[src/ppsp_defs.vh]
// register offsets, field positions, reset values and timing counts of the parallel port block
`ifndef PPSP_DEFS_VH
`define PPSP_DEFS_VH
// ==================================================
// register byte offsets
`define PPSP_OFF_CONTROL   8'h00
`define PPSP_OFF_MODE      8'h04
`define PPSP_OFF_XFER      8'h08
`define PPSP_OFF_PINFUNC   8'h0c
`define PPSP_OFF_IRQ_STAT  8'h10
`define PPSP_OFF_IRQ_MASK  8'h14
// ==================================================
// port control fields
`define PPSP_BIT_BYTE_EN_POL  2
`define PPSP_BIT_WR_POL       1
`define PPSP_BIT_RD_POL       0
// ==================================================
// port mode fields
`define PPSP_BIT_BUSY      15
`define PPSP_REQ_MODE_HI   14
`define PPSP_REQ_MODE_LO   13
`define PPSP_MODE_HI       9
`define PPSP_MODE_LO       8
`define PPSP_MODE_LEGACY   2'h0
`define PPSP_MODE_ENHANCED 2'h1
`define PPSP_MODE_MASTER2  2'h2
`define PPSP_MODE_MASTER1  2'h3
`define PPSP_REQ_NONE      2'h0
`define PPSP_REQ_CYCLE     2'h1
`define PPSP_REQ_BUF3      2'h3
// ==================================================
// transfer register fields
`define PPSP_BIT_XFER_GO   0
`define PPSP_BIT_XFER_WR   1
`define PPSP_ADDR_HI       10
`define PPSP_ADDR_LO       8
// ==================================================
// interrupt status bits
`define PPSP_IRQ_DONE      0
`define PPSP_IRQ_CYCLE     1
`define PPSP_IRQ_BUF3      2
// ==================================================
// reset values
`define PPSP_RST_CONTROL   16'h0000
`define PPSP_RST_MODE      16'h0000
// writable part of the mode register, busy bit excluded
`define PPSP_RST_MODE_RW   15'h0000
`define PPSP_RST_PINFUNC   3'h0
`define PPSP_RST_IRQ       3'h0
// ==================================================
// master transfer timing, in clock cycles
`define PPSP_SETUP_CYC     4'h1
`define PPSP_STROBE_CYC    4'h2
`define PPSP_HOLD_CYC      4'h1
`define PPSP_LAST_BUF      2'h3
`endif

[src/ppsp_pol.v]
// per-pin polarity and address-line selection for the three control pins
`timescale 1ns/1ps
`default_nettype none
module ppsp_pol (
  // logical strobe activity and settings
  input  wire [2:0] act_i,
  input  wire [2:0] pol_i,
  input  wire [2:0] addr_sel_i,
  input  wire [2:0] addr_i,
  // pin levels
  output wire [2:0] pin_o
);
  genvar g;
  generate
    for (g = 0; g < 3; g = g + 1) begin : g_pin
      // polarity bit is ignored while the pin carries an address bit
      assign pin_o[g] = addr_sel_i[g] ? addr_i[g] : (act_i[g] ~^ pol_i[g]);
    end
  endgenerate
endmodule
`default_nettype wire

[src/ppsp_top.v]
// parallel port strobe polarity, mode, busy and interrupt block with wishbone registers
//
// Our own choices: the address map and the Wishbone slave port.
`timescale 1ns/1ps
`default_nettype none
`include "ppsp_defs.vh"
module ppsp_top (
  // clock and reset
  input  wire        clk_i,
  input  wire        rst_n_i,
  // wishbone slave
  input  wire        wb_cyc_i,
  input  wire        wb_stb_i,
  input  wire        wb_we_i,
  input  wire [7:0]  wb_adr_i,
  input  wire [3:0]  wb_sel_i,
  input  wire [31:0] wb_dat_i,
  output reg  [31:0] wb_dat_o,
  output reg         wb_ack_o,
  // port pins
  input  wire        chip_select_one_pin_i,
  input  wire [1:0]  port_address_lines_i,
  output wire        byte_enable_pin_o,
  input  wire        write_strobe_pin_i,
  output wire        write_strobe_pin_o,
  output wire        write_strobe_pin_oe_n_o,
  input  wire        read_strobe_pin_i,
  output wire        read_strobe_pin_o,
  output wire        read_strobe_pin_oe_n_o,
  // interrupt
  output wire        irq_o
);
  // ==================================================
  // registers
  reg  [15:0] port_control_q;
  reg  [14:0] port_mode_q;
  reg         xfer_wr_q;
  reg  [2:0]  xfer_addr_q;
  reg  [2:0]  pin_func_q;
  reg  [2:0]  irq_stat_q;
  reg  [2:0]  irq_stat_d;
  reg  [2:0]  irq_mask_q;
  reg  [31:0] rdata_d;
  reg         rd_act_q;
  reg         wr_act_q;
  reg  [1:0]  buf_idx_q;
  reg         hit_ctrl;
  reg         hit_mode;
  reg         hit_xfer;
  reg         hit_pinf;
  reg         hit_stat;
  reg         hit_mask;

  wire        req;
  wire        wr_take;
  wire        rd_load;
  wire        busy;
  wire        strobe;
  wire        done;
  wire        start;
  wire [1:0]  mode;
  wire [1:0]  req_mode;
  wire        is_master;
  wire        is_master1;
  wire        rd_act;
  wire        wr_act;
  wire        rd_event;
  wire        wr_event;
  wire        cycle_event;
  wire        buf3_event;
  wire [1:0]  buf_idx;
  wire [15:0] mode_rd;
  wire [2:0]  pin_act;
  wire [2:0]  pin_pol;
  wire [2:0]  pin_lvl;

  // ==================================================
  // wishbone handshake
  // one wait cycle: ack rises one edge after the request, and
  // the write lands on the edge where the master sees ack
  assign req     = wb_cyc_i & wb_stb_i;
  assign wr_take = req & wb_ack_o & wb_we_i;
  assign rd_load = req & ~wb_ack_o & ~wb_we_i; // read data holds across writes

  always @(posedge clk_i or negedge rst_n_i) begin
    if (!rst_n_i) begin
      wb_ack_o <= 1'b0;
      wb_dat_o <= 32'h00000000;
    end else begin
      wb_ack_o <= req & ~wb_ack_o;
      if (rd_load) begin
        wb_dat_o <= rdata_d;
      end
    end
  end

  // ==================================================
  // mode decode
  // mode field selection
  assign mode       = port_mode_q[`PPSP_MODE_HI:`PPSP_MODE_LO];
  assign req_mode   = port_mode_q[`PPSP_REQ_MODE_HI:`PPSP_REQ_MODE_LO];
  assign is_master  = (mode == `PPSP_MODE_MASTER1) | (mode == `PPSP_MODE_MASTER2);
  assign is_master1 = (mode == `PPSP_MODE_MASTER1);

  // busy flag read-only in bit 15
  assign mode_rd = {busy & is_master, port_mode_q};

  // ==================================================
  // operating notes
  // bus: one wait cycle, ack is a one-cycle pulse
  // writes land on the edge that sees ack high
  // read data loads only for reads, holds across writes
  // unmapped offsets ack, read zero, drop writes
  // byte lanes 3 and 2 ignored, all fields sit low
  // mode bit 15 is busy and ignores writes
  // transfer: 1 setup, 2 strobe, 1 hold cycle
  // wait-state fields not modelled, timing is fixed
  // a go while busy or in slave mode is dropped
  // direction and address freeze while busy
  // byte enable spans all four busy cycles
  // mode 1: read pin gives direction, write pin enables
  // mode 2: read and write pins strobe separately
  // slave: a cycle ends when its strobe is released
  // slave strobes count only with chip select high
  // enhanced slave takes the buffer from address lines
  // legacy slave steps its own counter, cleared in master
  // request mode 01 flags master done and slave cycles
  // request mode 10 raises nothing here
  // request mode 11 flags the last buffer only
  // status bits stick until a one is written back
  // inputs taken as already synchronous
  // pins combinational from flops, no glitch filter
  // data path and chip select drive live elsewhere

  // ==================================================
  // address decode, at most one hit; unmapped offsets hit nothing
  always @* begin
    hit_ctrl = 1'b0;
    hit_mode = 1'b0;
    hit_xfer = 1'b0;
    hit_pinf = 1'b0;
    hit_stat = 1'b0;
    hit_mask = 1'b0;
    if (wb_adr_i == `PPSP_OFF_CONTROL) begin
      hit_ctrl = 1'b1;
    end else if (wb_adr_i == `PPSP_OFF_MODE) begin
      hit_mode = 1'b1;
    end else if (wb_adr_i == `PPSP_OFF_XFER) begin
      hit_xfer = 1'b1;
    end else if (wb_adr_i == `PPSP_OFF_PINFUNC) begin
      hit_pinf = 1'b1;
    end else if (wb_adr_i == `PPSP_OFF_IRQ_STAT) begin
      hit_stat = 1'b1;
    end else if (wb_adr_i == `PPSP_OFF_IRQ_MASK) begin
      hit_mask = 1'b1;
    end
  end

  // ==================================================
  // read data mux, unmapped offsets read zero
  always @* begin
    rdata_d = 32'h00000000;
    if (hit_ctrl) begin
      rdata_d = {16'h0000, port_control_q};
    end else if (hit_mode) begin
      rdata_d = {16'h0000, mode_rd};
    end else if (hit_xfer) begin
      rdata_d = {21'h000000, xfer_addr_q, 6'h00, xfer_wr_q, busy};
    end else if (hit_pinf) begin
      rdata_d = {29'h00000000, pin_func_q};
    end else if (hit_stat) begin
      rdata_d = {29'h00000000, irq_stat_q};
    end else if (hit_mask) begin
      rdata_d = {29'h00000000, irq_mask_q};
    end
  end

  // ==================================================
  // register writes with byte lanes
  always @(posedge clk_i or negedge rst_n_i) begin
    if (!rst_n_i) begin
      port_control_q <= `PPSP_RST_CONTROL;
      port_mode_q    <= `PPSP_RST_MODE_RW;
      xfer_wr_q      <= 1'b0;
      xfer_addr_q    <= 3'h0;
      pin_func_q     <= `PPSP_RST_PINFUNC;
      irq_mask_q     <= `PPSP_RST_IRQ;
    end else if (wr_take) begin
      if (hit_ctrl) begin
        if (wb_sel_i[0]) begin
          port_control_q[7:0] <= wb_dat_i[7:0];
        end
        if (wb_sel_i[1]) begin
          port_control_q[15:8] <= wb_dat_i[15:8];
        end
      end else if (hit_mode) begin
        if (wb_sel_i[0]) begin
          port_mode_q[7:0] <= wb_dat_i[7:0];
        end
        // busy bit 15 ignores writes
        if (wb_sel_i[1]) begin
          port_mode_q[14:8] <= wb_dat_i[14:8];
        end
      end else if (hit_xfer) begin
        // direction and address freeze while a transfer runs
        if (wb_sel_i[0] & ~busy) begin
          xfer_wr_q <= wb_dat_i[`PPSP_BIT_XFER_WR];
        end
        if (wb_sel_i[1] & ~busy) begin
          xfer_addr_q <= wb_dat_i[`PPSP_ADDR_HI:`PPSP_ADDR_LO];
        end
      end else if (hit_pinf) begin
        if (wb_sel_i[0]) begin
          pin_func_q <= wb_dat_i[2:0];
        end
      end else if (hit_mask) begin
        if (wb_sel_i[0]) begin
          irq_mask_q <= wb_dat_i[2:0];
        end
      end
    end
  end

  // ==================================================
  // master transfer engine
  // a start while busy or outside master modes is dropped
  assign start = wr_take & hit_xfer & wb_sel_i[0]
                 & wb_dat_i[`PPSP_BIT_XFER_GO] & is_master & ~busy;

  ppsp_xfer u_xfer (
    .clk_i    (clk_i),
    .rst_n_i  (rst_n_i),
    .start_i  (start),
    .busy_o   (busy),
    .strobe_o (strobe),
    .done_o   (done)
  );

  // ==================================================
  // slave side strobe decoding
  // slave read and write strobe polarity
  assign rd_act = chip_select_one_pin_i
                  & (read_strobe_pin_i ~^ port_control_q[`PPSP_BIT_RD_POL]);
  assign wr_act = chip_select_one_pin_i
                  & (write_strobe_pin_i ~^ port_control_q[`PPSP_BIT_WR_POL]);

  // a cycle ends when its strobe is released
  assign rd_event    = ~is_master & rd_act_q & ~rd_act;
  assign wr_event    = ~is_master & wr_act_q & ~wr_act;
  assign cycle_event = rd_event | wr_event;

  // enhanced mode addresses the buffers, legacy auto-steps them
  assign buf_idx = (mode == `PPSP_MODE_ENHANCED) ? port_address_lines_i : buf_idx_q;

  always @(posedge clk_i or negedge rst_n_i) begin
    if (!rst_n_i) begin
      rd_act_q  <= 1'b0;
      wr_act_q  <= 1'b0;
      buf_idx_q <= 2'h0;
    end else begin
      rd_act_q <= rd_act & ~is_master;
      wr_act_q <= wr_act & ~is_master;
      if (is_master) begin
        buf_idx_q <= 2'h0;
      end else if (cycle_event) begin
        buf_idx_q <= buf_idx_q + 2'h1;
      end
    end
  end

  assign buf3_event = cycle_event & (req_mode == `PPSP_REQ_BUF3)
                      & (buf_idx == `PPSP_LAST_BUF);

  // ==================================================
  // sticky interrupt status, write one to clear
  // a set in the clearing cycle wins so no event is lost
  always @* begin
    irq_stat_d = irq_stat_q;
    if (wr_take & hit_stat & wb_sel_i[0]) begin
      irq_stat_d = irq_stat_q & ~wb_dat_i[2:0];
    end
    if (done & (req_mode == `PPSP_REQ_CYCLE)) begin
      irq_stat_d[`PPSP_IRQ_DONE] = 1'b1;
    end
    if (cycle_event & (req_mode == `PPSP_REQ_CYCLE)) begin
      irq_stat_d[`PPSP_IRQ_CYCLE] = 1'b1;
    end
    if (buf3_event) begin
      irq_stat_d[`PPSP_IRQ_BUF3] = 1'b1;
    end
  end

  always @(posedge clk_i or negedge rst_n_i) begin
    if (!rst_n_i) begin
      irq_stat_q <= `PPSP_RST_IRQ;
    end else begin
      irq_stat_q <= irq_stat_d;
    end
  end

  assign irq_o = |(irq_stat_q & irq_mask_q);

  // ==================================================
  // master pin activity per mode
  // pin order: 0 read pin, 1 write pin, 2 byte enable
  // read pin carries direction in master mode 1
  assign pin_act[0] = is_master1 ? (busy & ~xfer_wr_q) : (strobe & ~xfer_wr_q);
  // write pin carries enable in master mode 1
  assign pin_act[1] = is_master1 ? strobe : (strobe & xfer_wr_q);
  // byte enable spans the whole transfer
  assign pin_act[2] = busy;

  assign pin_pol = {port_control_q[`PPSP_BIT_BYTE_EN_POL],
                    port_control_q[`PPSP_BIT_WR_POL],
                    port_control_q[`PPSP_BIT_RD_POL]};

  ppsp_pol u_pol (
    .act_i      (pin_act),
    .pol_i      (pin_pol),
    .addr_sel_i (pin_func_q),
    .addr_i     (xfer_addr_q),
    .pin_o      (pin_lvl)
  );

  // ==================================================
  // pin drivers; strobe pins are inputs in slave modes unless their pin function selects an address bit
  assign read_strobe_pin_o       = pin_lvl[0];
  assign write_strobe_pin_o      = pin_lvl[1];
  assign byte_enable_pin_o       = pin_lvl[2];
  assign read_strobe_pin_oe_n_o  = ~(is_master | pin_func_q[0]);
  assign write_strobe_pin_oe_n_o = ~(is_master | pin_func_q[1]);
endmodule
`default_nettype wire

[src/ppsp_xfer.v]
// master transfer sequencer: setup, strobe and hold phases with busy
`timescale 1ns/1ps
`default_nettype none
`include "ppsp_defs.vh"
module ppsp_xfer (
  // clock and reset
  input  wire       clk_i,
  input  wire       rst_n_i,
  // control
  input  wire       start_i,
  // status
  output wire       busy_o,
  output wire       strobe_o,
  output wire       done_o
);
  localparam [3:0] ST_IDLE   = 4'h1;
  localparam [3:0] ST_SETUP  = 4'h2;
  localparam [3:0] ST_STROBE = 4'h4;
  localparam [3:0] ST_HOLD   = 4'h8;

  reg [3:0] state_q;
  reg [3:0] state_d;
  reg [3:0] cnt_q;
  reg [3:0] cnt_d;
  reg       done_q;
  reg       done_d;

  // ==================================================
  // phase sequencing, count reloads on entry to setup, strobe and hold
  always @* begin
    state_d = state_q;
    cnt_d   = cnt_q - 4'h1;
    done_d  = 1'b0;
    case (state_q)
      ST_IDLE: begin
        cnt_d = `PPSP_SETUP_CYC;
        if (start_i) begin
          state_d = ST_SETUP;
        end
      end
      ST_SETUP: begin
        if (cnt_q == 4'h1) begin
          state_d = ST_STROBE;
          cnt_d   = `PPSP_STROBE_CYC;
        end
      end
      ST_STROBE: begin
        if (cnt_q == 4'h1) begin
          state_d = ST_HOLD;
          cnt_d   = `PPSP_HOLD_CYC;
        end
      end
      ST_HOLD: begin
        if (cnt_q == 4'h1) begin
          state_d = ST_IDLE;
          done_d  = 1'b1;
        end
      end
      default: begin
        state_d = ST_IDLE;
      end
    endcase
  end

  always @(posedge clk_i or negedge rst_n_i) begin
    if (!rst_n_i) begin
      state_q <= ST_IDLE;
      cnt_q   <= 4'h0;
      done_q  <= 1'b0;
    end else begin
      state_q <= state_d;
      cnt_q   <= cnt_d;
      done_q  <= done_d;
    end
  end

  // busy covers every phase; drops with the done pulse
  assign busy_o   = ~state_q[0];
  assign strobe_o = state_q[2];
  assign done_o   = done_q;
endmodule
`default_nettype wire

[config.mk]
export PLATFORM = sky130hd
export DESIGN_NAME = ppsp_top
export DESIGN_NICKNAME = d
export VERILOG_FILES = /design/src/ppsp_pol.v /design/src/ppsp_top.v /design/src/ppsp_xfer.v
export VERILOG_INCLUDE_DIRS = /design/src
export SDC_FILE = /design/constraint.sdc
export NUM_CORES = 1
export LEC_CHECK = 0
export BUFFER_PORTS_ARGS = -buffer_cell sky130_fd_sc_hd__buf_2
export CELL_PAD_IN_SITES_DETAIL_PLACEMENT = 1
export CELL_PAD_IN_SITES_GLOBAL_PLACEMENT = 1
export CORE_ASPECT_RATIO = 0.75
export CORE_MARGIN = 10
export CORE_UTILIZATION = 41
export CTS_CLUSTER_SIZE = 20
export DETAILED_ROUTE_END_ITERATION = 8
export GPL_ROUTABILITY_DRIVEN = 0
export MAX_ROUTING_LAYER = met4
export PLACE_DENSITY_LB_ADDON = 0.1
export SYNTH_ARGS = -nofsm -noshare
export SYNTH_HDL_FRONTEND = slang
export SYNTH_SLANG_ARGS = --single-unit
[constraint.sdc]
create_clock -name clk_i -period 2.5 [get_ports clk_i]
set_clock_uncertainty 0.15 [all_clocks]
set_input_delay 0.25 -clock clk_i [delete_from_list [all_inputs] [get_ports clk_i]]
set_output_delay 0.25 -clock clk_i [all_outputs]
set_load 0.01 [all_outputs]
==> qor.csv, run 1 <==
metric;value;unit
cts_setup_buffers;0;
crit_arrival;1.85;ns
tightest_slew;0.6732;ns
synth.most_common_cell;dfrtp_1;
yosys-top-cells-count;73 x dfrtp_1, 41 x mux2_2, 31 x nand2_1;
synth.yosys.seq_area_share;50.22;%
power_density;593.8;nW/um^2
maxCapViolCount;0;
finalSetupViolations;0;
synth.top_cell.area_share;49.51;%
min_period;2.247;ns
hp-class;in2reg;
nNetsFinal;459;
die_h;102.2;um
rows;29;
cp_slowest_cell;dfstp_2;
max_stage_delay;0.69;ns
finalHoldViolCount;0;
avgRoutedWirePerCell;19.03;um
dp_hpwl;7268;um
path_clk_slew;0.06;ns
io_buffers;58;
drt_iter0_markers;213;
r2r_cells;5;
dieArea;13230;um^2
synth_cell_types;59;
synth_area_leader_cell;dfrtp_1;
via_count;2784;
rsz0062_at_grt;false;
status;finished clean;
post-route-period-util;89.89;%
layout-drive-gt1-share;34.31;%
drt_pre_antenna_iters;4;
clockRootBuffer;clkbuf_16;
syn_to_final_growth;18.79;%
track_usage;15.94;%
crit_chain;nand3b_1 > a21oi_1 > xor2_1 > o21ai_0 > buf_2;
viasPerCell;5.395;
grt_max_degree;75;
cts.path.max_buffers;2;
grt.overflow.total;0;
clk_latency;0.34;ns
routed_wirelength;9818;um
synthTopCellsByArea;dfrtp_1 50%, mux2_2 13%, buf_4 3.3%;
htreeDepth;3;
drc;0;
synth.cell_area;3690;um^2
critPathCaptureType;output port;
fp.coreArea;8600;um^2
yosysWarnings;0;
initial_core_util;42.91;%
cts_tree;built;
synth-edff-count;0;
finalSetupTns;0;ns
fp.dieW;129.5;um
slew_headroom;55.12;%
p_leak;2.119;nW
antenna_cells;0;
pin_count;93;
ys_seq_elements;74;
maxSlewViolCount;0;
fillers;991;
fmax;0.4450;GHz
grt_pass1_vias;2979;
syn_avg_cell_area;11.01;um^2
cp_data_required_time;2.10;ns
numCtsBuffers;9;
synthArstFlopShare;100.0;%
antenna_found_initial;0;
syn_inst;335;
grt_pass1_wl;15970;um
synthFlopType;dfrtp_1;
detail-route-antenna-nets;0;
path_max_fanout;13;
critPathKind;reg2out;
tritoncts_num_sinks;74;
peakVddDrop;0.5331;mV
hold_slack;0.01142;ns
holdPathStages;2;
worstSetupStartpointType;flip-flop;
where the power goes:
group	internal [mW]	switching, mW
combinational	0.0648	0.122
clock	0.695	0.482
sequential	1.22	0.0163
placed cells by master (no fill, tap or decap), types with 3 or more instances in the layout:
cell | Yosys | final
a2bb2oi_1 | 3 | 3
clkbuf_1 | 11 | 3
inv_1 | 8 | 8
nor2_1 | 17 | 17
nor4_1 | 3 | 3
nand3_1 | 5 | 5
xor2_1 | 3 | 3
mux2i_1 | 7 | 7
a21oi_1 | 6 | 6
dfrtp_1 | 73 | 73
a22oi_1 | 9 | 9
clkinv_2 | 0 | 3
nand3b_1 | 3 | 3
conb_1 | 1 | 16
xnor2_1 | 5 | 5
clkbuf_16 | 0 | 9
a211oi_1 | 3 | 3
buf_2 | 0 | 58
or4_1 | 3 | 3
o31ai_1 | 3 | 3
mux2_2 | 41 | 41
buf_4 | 16 | 10
nand2_1 | 31 | 31
nor3_1 | 7 | 7
and3_1 | 4 | 4
o21ai_0 | 22 | 22
nor2b_1 | 4 | 4
registers in the layout, summed over array words and instances, names as in the netlist, 2 cells and up:
name and count:
u_xfer.cnt_q 4, wb_dat_o 16, u_xfer.state_q 4, irq_mask_q 3
xfer_addr_q 3, port_mode_q 15, buf_idx_q 2, irq_stat_q 3
pin_func_q 3, port_control_q 16
worst max-delay path, delay by kind of cell, from the launching register on:
kind                      cells  cell delay [ns]
xor gates and xnor gates      1             0.14
buffers and inverters         1             0.19
DFF                           1             0.69
AOI/OAI and AO/OA             2             0.34
and+or+nand+nor               1             0.15
per-layer routing:
metal	vias to the layer above	global-route usage, %	part of all wire [%]
met3	11	4.708	6.1
met5	-	-	0
met2	76	22.76	41
met4	0	4.655	1.1
met1	1385	21.38	52
li1	1312	-	-
what timing repair did:
action,CTS,global route
resized for setup,0,0
hold buffers,2,0
endpoints found under the hold margin,74,0
layout make-up:
cell class | count | area, um^2 | area share [%]
well taps | 108 | 135.1 | 3.083
flip-flops and latches | 74 | 1853 | 42.28
repair buffers | 71 | 405.4 | 9.249
inverters | 9 | 33.78 | 0.7708
clock buffers | 13 | 250.2 | 5.709
multi-input cells | 238 | 1690 | 38.57
clock inverters | 3 | 15.01 | 0.3426
path summary, 6_finish.rpt:
path / start / end / slack [ns]
min: wb_dat_i[5] / port_control_q[5] / 0.01
max reg2reg: u_xfer.cnt_q[0] / u_xfer.cnt_q[2] / 0.38
max in group asynchronous: rst_n_i / u_xfer.state_q[0] / 1.53
min reg2reg: wb_dat_o[15] / wb_dat_o[15] / 0.33
max: u_xfer.state_q[0] / read_strobe_pin_o / 0.25
min in group asynchronous: rst_n_i / wb_dat_o[11] / 0.33
stage by stage:
step	utilization [%]	cell area, um^2	total power [mW]	setup WS [ns]	cells
5_1_grt	50.97	4383	2.713	0.1635	516
4_1_cts	50.97	4383	2.627	0.2683	516
2_1_floorplan	-	3746	1.359	0.4489	350
6_report	50.97	4383	2.603	0.2527	516
3_5_place_dp	47.65	4098	1.443	0.3143	498
3_3_place_gp	47.65	4098	1.436	0.3302	498
cell families after synthesis:
| kind of cell | Yosys count | share of synthesized area, % |
|---|---|---|
| buf+inv | 38 | 5.494 |
| mux | 48 | 14.41 |
| simple gates | 100 | 15.26 |
| fa+ha+maj | 2 | 0.6781 |
| compound gates | 64 | 11.94 |
| xor+xnor | 8 | 1.899 |
| flops | 74 | 50.22 |
| other cells | 1 | 0.1016 |
Note: power is estimated with default switching activity, not from simulation.
==> run 2: changes to the inputs <==
--- a/config.mk
+++ b/config.mk
@@ -6,7 +6,7 @@
 export SDC_FILE = /design/constraint.sdc
 export NUM_CORES = 1
 export LEC_CHECK = 0
-export BUFFER_PORTS_ARGS = -buffer_cell sky130_fd_sc_hd__buf_2
+export BUFFER_PORTS_ARGS = -buffer_cell sky130_fd_sc_hd__clkbuf_2
 export CELL_PAD_IN_SITES_DETAIL_PLACEMENT = 1
 export CELL_PAD_IN_SITES_GLOBAL_PLACEMENT = 1
 export CORE_ASPECT_RATIO = 0.75
==> qor.csv, run 2 (synthesis results as in run 1) <==
metric;value;unit
status;finished clean;
finalPower;2.731;mW
antenna_cells;0;
dp_hpwl;7718;um
drt_pre_antenna_iters;4;
min_period;2.242;ns
syn_to_final_growth;19.67;%
hold_slack;0.01333;ns
die_h;102.2;um
crit_arrival;1.84;ns
nNetsFinal;460;
grt_pass1_vias;3081;
reg_top3;port_control_q x16, wb_dat_o x16, port_mode_q x15;
track_usage;16.73;%
maxCapViolCount;0;
cts_tree;built;
tritoncts_num_sinks;74;
place_ws;0.3087;ns
slew_headroom;51.36;%
finalHoldViolCount;0;
peakVddDrop;0.4403;mV
dieArea;13230;um^2
path_max_fanout;13;
cp_data_required_time;2.10;ns
fillers;943;
avgRoutedWirePerCell;19.70;um
post-route-period-util;89.68;%
maxSlewViolCount;0;
min_to;port_control_q[15];
antenna_found_initial;0;
rsz0062_at_grt;false;
fmax;0.4460;GHz
grt_max_degree;29;
fp.coreArea;8600;um^2
drc;0;
numCtsBuffers;9;
viasPerCell;5.378;
power_density;618.5;nW/um^2
p_leak;2.137;nW
critPathCaptureType;output port;
rows;29;
r2r_start;u_xfer.cnt_q[1];
layout-drive-gt1-share;35.05;%
routed_wirelength;10170;um
path_clk_slew;0.06;ns
timing.rr.end;u_xfer.cnt_q[3];
hp-class;in2reg;
tightest_slew;0.7296;ns
fin_ws;0.2579;ns
hold_path_startpoint;wb_dat_i[15];
layout_common_cells;73 x dfrtp_1, 57 x clkbuf_2, 41 x mux2_2;
clk_latency;0.33;ns
holdPathStages;2;
finalSetupTns;0;ns
r2r_cells;6;
via_count;2775;
drt_iter0_markers;205;
grt_pass1_wl;16570;um
htreeDepth;3;
worstSetupStartpointType;flip-flop;
layout_commonest_cell;dfrtp_1;
pin_count;93;
r2r_slack;0.35;ns
critPathKind;reg2out;
detail-route-antenna-nets;0;
io_buffers;58;
initial_core_util;42.91;%
cts_setup_buffers;0;
grt.overflow.total;0;
clockRootBuffer;clkbuf_16;
cts.path.max_buffers;2;
fp.dieW;129.5;um
finalSetupViolations;0;
==> run 2: changes by cell type in the layout (fill, tap and decap cells not counted) <==
cell,previous run,this run
clkbuf_2,0,57
dlygate4sd3_1,2,1
clkbuf_1,3,1
clkinv_2,3,1
buf_4,10,13
buf_12,1,0
clkbuf_8,1,3
buf_2,58,1
bufinv_16,0,1
==> run 2: worst max-delay path by stage <==
stage,slack (ns),cells past startpoint,start,end
CTS,0.30,5,u_xfer.state_q[0],read_strobe_pin_o
detailed placement,0.31,5,wb_adr_i[4],pin_func_q[1]
finish,0.26,5,u_xfer.state_q[0],read_strobe_pin_o
global placement,0.35,5,wb_adr_i[5],irq_mask_q[0]
global route,0.14,5,port_mode_q[9],read_strobe_pin_o
floorplan,0.45,7,u_xfer.cnt_q[1],u_xfer.cnt_q[2]
==> run 2: what timing repair did <==
action,4_1_cts,5_1_grt
hold buffers,1,0
resized for setup,0,0
endpoints found under the hold margin,24,0
==> run 2: per-layer routing <==
metal / global-route usage, % / routed length (um)
met1: 21.61 / 4827
met5: - / 0
met3: 5.070 / 647
met2: 25.20 / 4605
met4: 4.224 / 85
==> run 2: critical path: stages, from the launching register on <==
cell,delay [ns]
dfstp_2,0.69
nand3b_1,0.15
a21oi_1,0.08
xor2_1,0.14
o21ai_0,0.25
clkbuf_2,0.20
==> run 2: where the power goes <==
part	leakage, nW	total, mW	internal, mW	switching (mW)
sequential	1.02	1.24	1.22	0.0153
combinational	0.969	0.186	0.0633	0.123
clock	0.152	1.31	0.847	0.460
total	2.14	2.73	2.13	0.598
==> run 2: area by class of cell <==
| type | count | area [um^2] | share of cell area, % |
|---|---|---|---|
| inverters | 9 | 33.78 | 0.7651 |
| repair buffers | 72 | 397.9 | 9.011 |
| clock inverters | 2 | 35.03 | 0.7934 |
| clock buffers | 13 | 270.3 | 6.121 |
| well taps | 108 | 135.1 | 3.060 |
| flip-flops and latches | 74 | 1853 | 41.97 |
| multi-input cells | 238 | 1690 | 38.28 |
==> run 2: stage by stage <==
stage	cells	utilization [%]	area (um^2)
floorplan	350	-	3746
global placement	500	47.68	4100
detailed placement	500	47.68	4100
CTS	516	51.35	4415
global route	516	51.35	4415
finish	516	51.35	4415
==> run 3: changes to the inputs <==
--- a/config.mk
+++ b/config.mk
@@ -19,4 +19,5 @@
 export PLACE_DENSITY_LB_ADDON = 0.1
 export SYNTH_ARGS = -nofsm -noshare
 export SYNTH_HDL_FRONTEND = slang
+export SYNTH_HIERARCHICAL = 1
 export SYNTH_SLANG_ARGS = --single-unit
==> qor.csv, run 3 <==
metric;value;unit
status;finished clean;
cts_setup_buffers;0;
synth_area_leader_cell;dfrtp_1;
dp_hpwl;7178;um
initial_core_util;41.53;%
avgRoutedWirePerCell;18.60;um
detail-route-antenna-nets;0;
peakVddDrop;0.2947;mV
max_stage_delay;0.54;ns
swShare;21.98;%
synthArstFlopShare;100.0;%
post-route-period-util;92.88;%
viasPerCell;5.274;
drt_pre_antenna_iters;4;
p_leak;2.233;nW
die_h;102.6;um
routed_wirelength;9764;um
layout_commonest_cell;dfrtp_1;
clkPwrFrac;51.4;%
pin_count;93;
holdPathStages;2;
htreeDepth;3;
synthFlopType;dfrtp_1;
path_max_fanout;2;
clockRootBuffer;clkbuf_16;
tightest_slew;0.6233;ns
cp_data_required_time;2.60;ns
antenna_cells;0;
power_density;642.9;nW/um^2
fin_cells;525;
min_period;2.322;ns
timing.rr.end;u_xfer/state_q[0];
place_ws;-0.05571;ns
synth.top_cell.area_share;49.03;%
synth_cell_types;59;
grt_pass1_wl;16030;um
cts.path.max_buffers;2;
finalSetupViolations;0;
synth.yosys.seq_area_share;49.73;%
p_comb_share;6.2;%
fmax;0.4306;GHz
maxSlewViolCount;0;
drt_iter0_markers;164;
cts_tree;built;
synth-edff-count;0;
synth.cell_area;3726;um^2
finalHoldViolCount;0;
synthTopCellsByArea;dfrtp_1 49%, mux2_2 13%, mux2i_1 4.3%;
critPathCaptureType;flip-flop;
finalSetupTns;0;ns
syn_avg_cell_area;11.09;um^2
switchingPower;0.6375;mW
io_buffers;58;
crit_chain;clkbuf_2 > or4_4 > or4b_4 > nor4_1 > nand3b_1 > a211oi_1 > a21oi_1;
numCtsBuffers;9;
cp_slowest_cell;or4_4;
dieArea;13340;um^2
path_clk_slew;0.06;ns
syn_to_final_growth;21.09;%
yosysWarnings;6;
nNetsFinal;464;
p_seq_share;42.4;%
rows;30;
layout-drive-gt1-share;33.90;%
track_usage;15.97;%
grt.overflow.total;0;
fp.dieW;130.1;um
hp-class;in2reg;
rsz0062_at_grt;false;
yosys-top-cells-count;73 x dfrtp_1, 42 x mux2_2, 28 x nand2_1;
ys_seq_elements;74;
critPathKind;in2reg;
place_inst;507;
r2r_start;wb_ack_o;
crit_arrival;2.42;ns
hold_path_startpoint;wb_dat_i[6];
fp.coreArea;8971;um^2
layout_common_cells;73 x dfrtp_1, 57 x clkbuf_2, 42 x mux2_2;
clk_latency;0.33;ns
maxCapViolCount;0;
r2r_slack;0.20;ns
cp_num_buf_inv;1;
slew_headroom;58.45;%
critPathTopFamily;simple AND/OR/NAND/NOR gates;
via_count;2769;
r2r_cells;6;
p_int;2.263;mW
antenna_found_initial;0;
syn_inst;336;
min_to;port_mode_q[6];
grt_max_degree;47;
fin_ws;0.1779;ns
drc;0;
reg_top3;port_control_q x16, wb_dat_o x16, port_mode_q x15;
tritoncts_num_sinks;74;
worstSetupStartpointType;input pin;
grt_pass1_vias;3030;
synth.most_common_cell;dfrtp_1;
## run 3: changes by cell type after synthesis, sizes merged, moves of 3 or more
cell     change
clkbuf       -4
a21boi       +4
nand2b       +7
nand2        -3
a2bb2oi      -3
o31ai        -3
a22oi        -9
xor2         +3
mux2i        +9
xnor2        -3
nor2b        +3
## run 3: worst max-delay path by stage
stage | start | endpoint | slack, ns | cells after the start
2_1_floorplan | wb_adr_i[7] | u_xfer/state_q[0] | 0.26 | 6
5_1_grt | wb_ack_o | u_xfer/state_q[0] | 0.10 | 6
3_3_place_gp | wb_adr_i[7] | u_xfer/state_q[0] | -0.08 | 7
6_report | wb_adr_i[7] | u_xfer/state_q[0] | 0.18 | 7
4_1_cts | wb_ack_o | u_xfer/state_q[0] | 0.22 | 6
3_5_place_dp | wb_adr_i[7] | u_xfer/state_q[0] | -0.06 | 7
## run 3: layout make-up
cell class              count  area [um^2]
fillers                   993         4459
flip-flops and latches     74         1853
multi-input cells         243         1730
repair buffers             72        415.4
clock buffers              10        229.0
well taps                 112        140.1
clock inverters             6        113.9
inverters                   8        30.03
## run 3: logic make-up (layout without fill, tap and decap cells)
family	count (synthesis)	in the layout	share of synthesized area, %
multiplexers	58	58	16.99
XOR/XNOR	8	8	1.881
adder cells (fa/ha/maj)	2	2	0.6715
other	1	16	0.1006
AO/OA/AOI/OAI	53	53	9.336
AND/OR/NAND/NOR	106	106	15.95
flip-flops	74	74	49.73
buffers and inverters	34	96	5.339
## run 3: power groups by stage
| stage | Sequential (mW) | Combinational [mW] | Clock, mW |
|---|---|---|---|
| 4_1_cts | 1.23 | 0.183 | 1.53 |
| 5_1_grt | 1.23 | 0.205 | 1.59 |
| 2_1_floorplan | 1.25 | 0.0974 | 0 |
| 6_report | 1.23 | 0.180 | 1.49 |
| 3_3_place_gp | 1.25 | 0.175 | 0 |
| 3_5_place_dp | 1.25 | 0.179 | 0 |
## run 3: per-layer routing
layer  share of wire, %  wire (um)  up-vias  global-route usage [%]
met5                  0          0        -                       -
met4               0.89         87        0                   3.362
met3                5.8        568        8                   5.293
met2                 47       4574       61                   25.53
met1                 46       4533     1381                   19.36
li1                   -          -     1319                       -
## run 3: repair_timing
item	in CTS	in global routing
gates resized for setup	0	0
hold endpoints to repair	46	0
hold buffers	2	0
## run 3: stage by stage
step	area [um^2]	power (mW)	hold WS (ns)	util (%)
final	4512	2.901	0.01054	50.29
after global placement	4149	1.425	0.1676	46.25
after global routing	4512	3.029	0.001727	50.29
after floorplan	3782	1.345	-0.1956	-
after detailed placement	4149	1.430	0.1736	46.25
after CTS	4512	2.939	0.001337	50.29
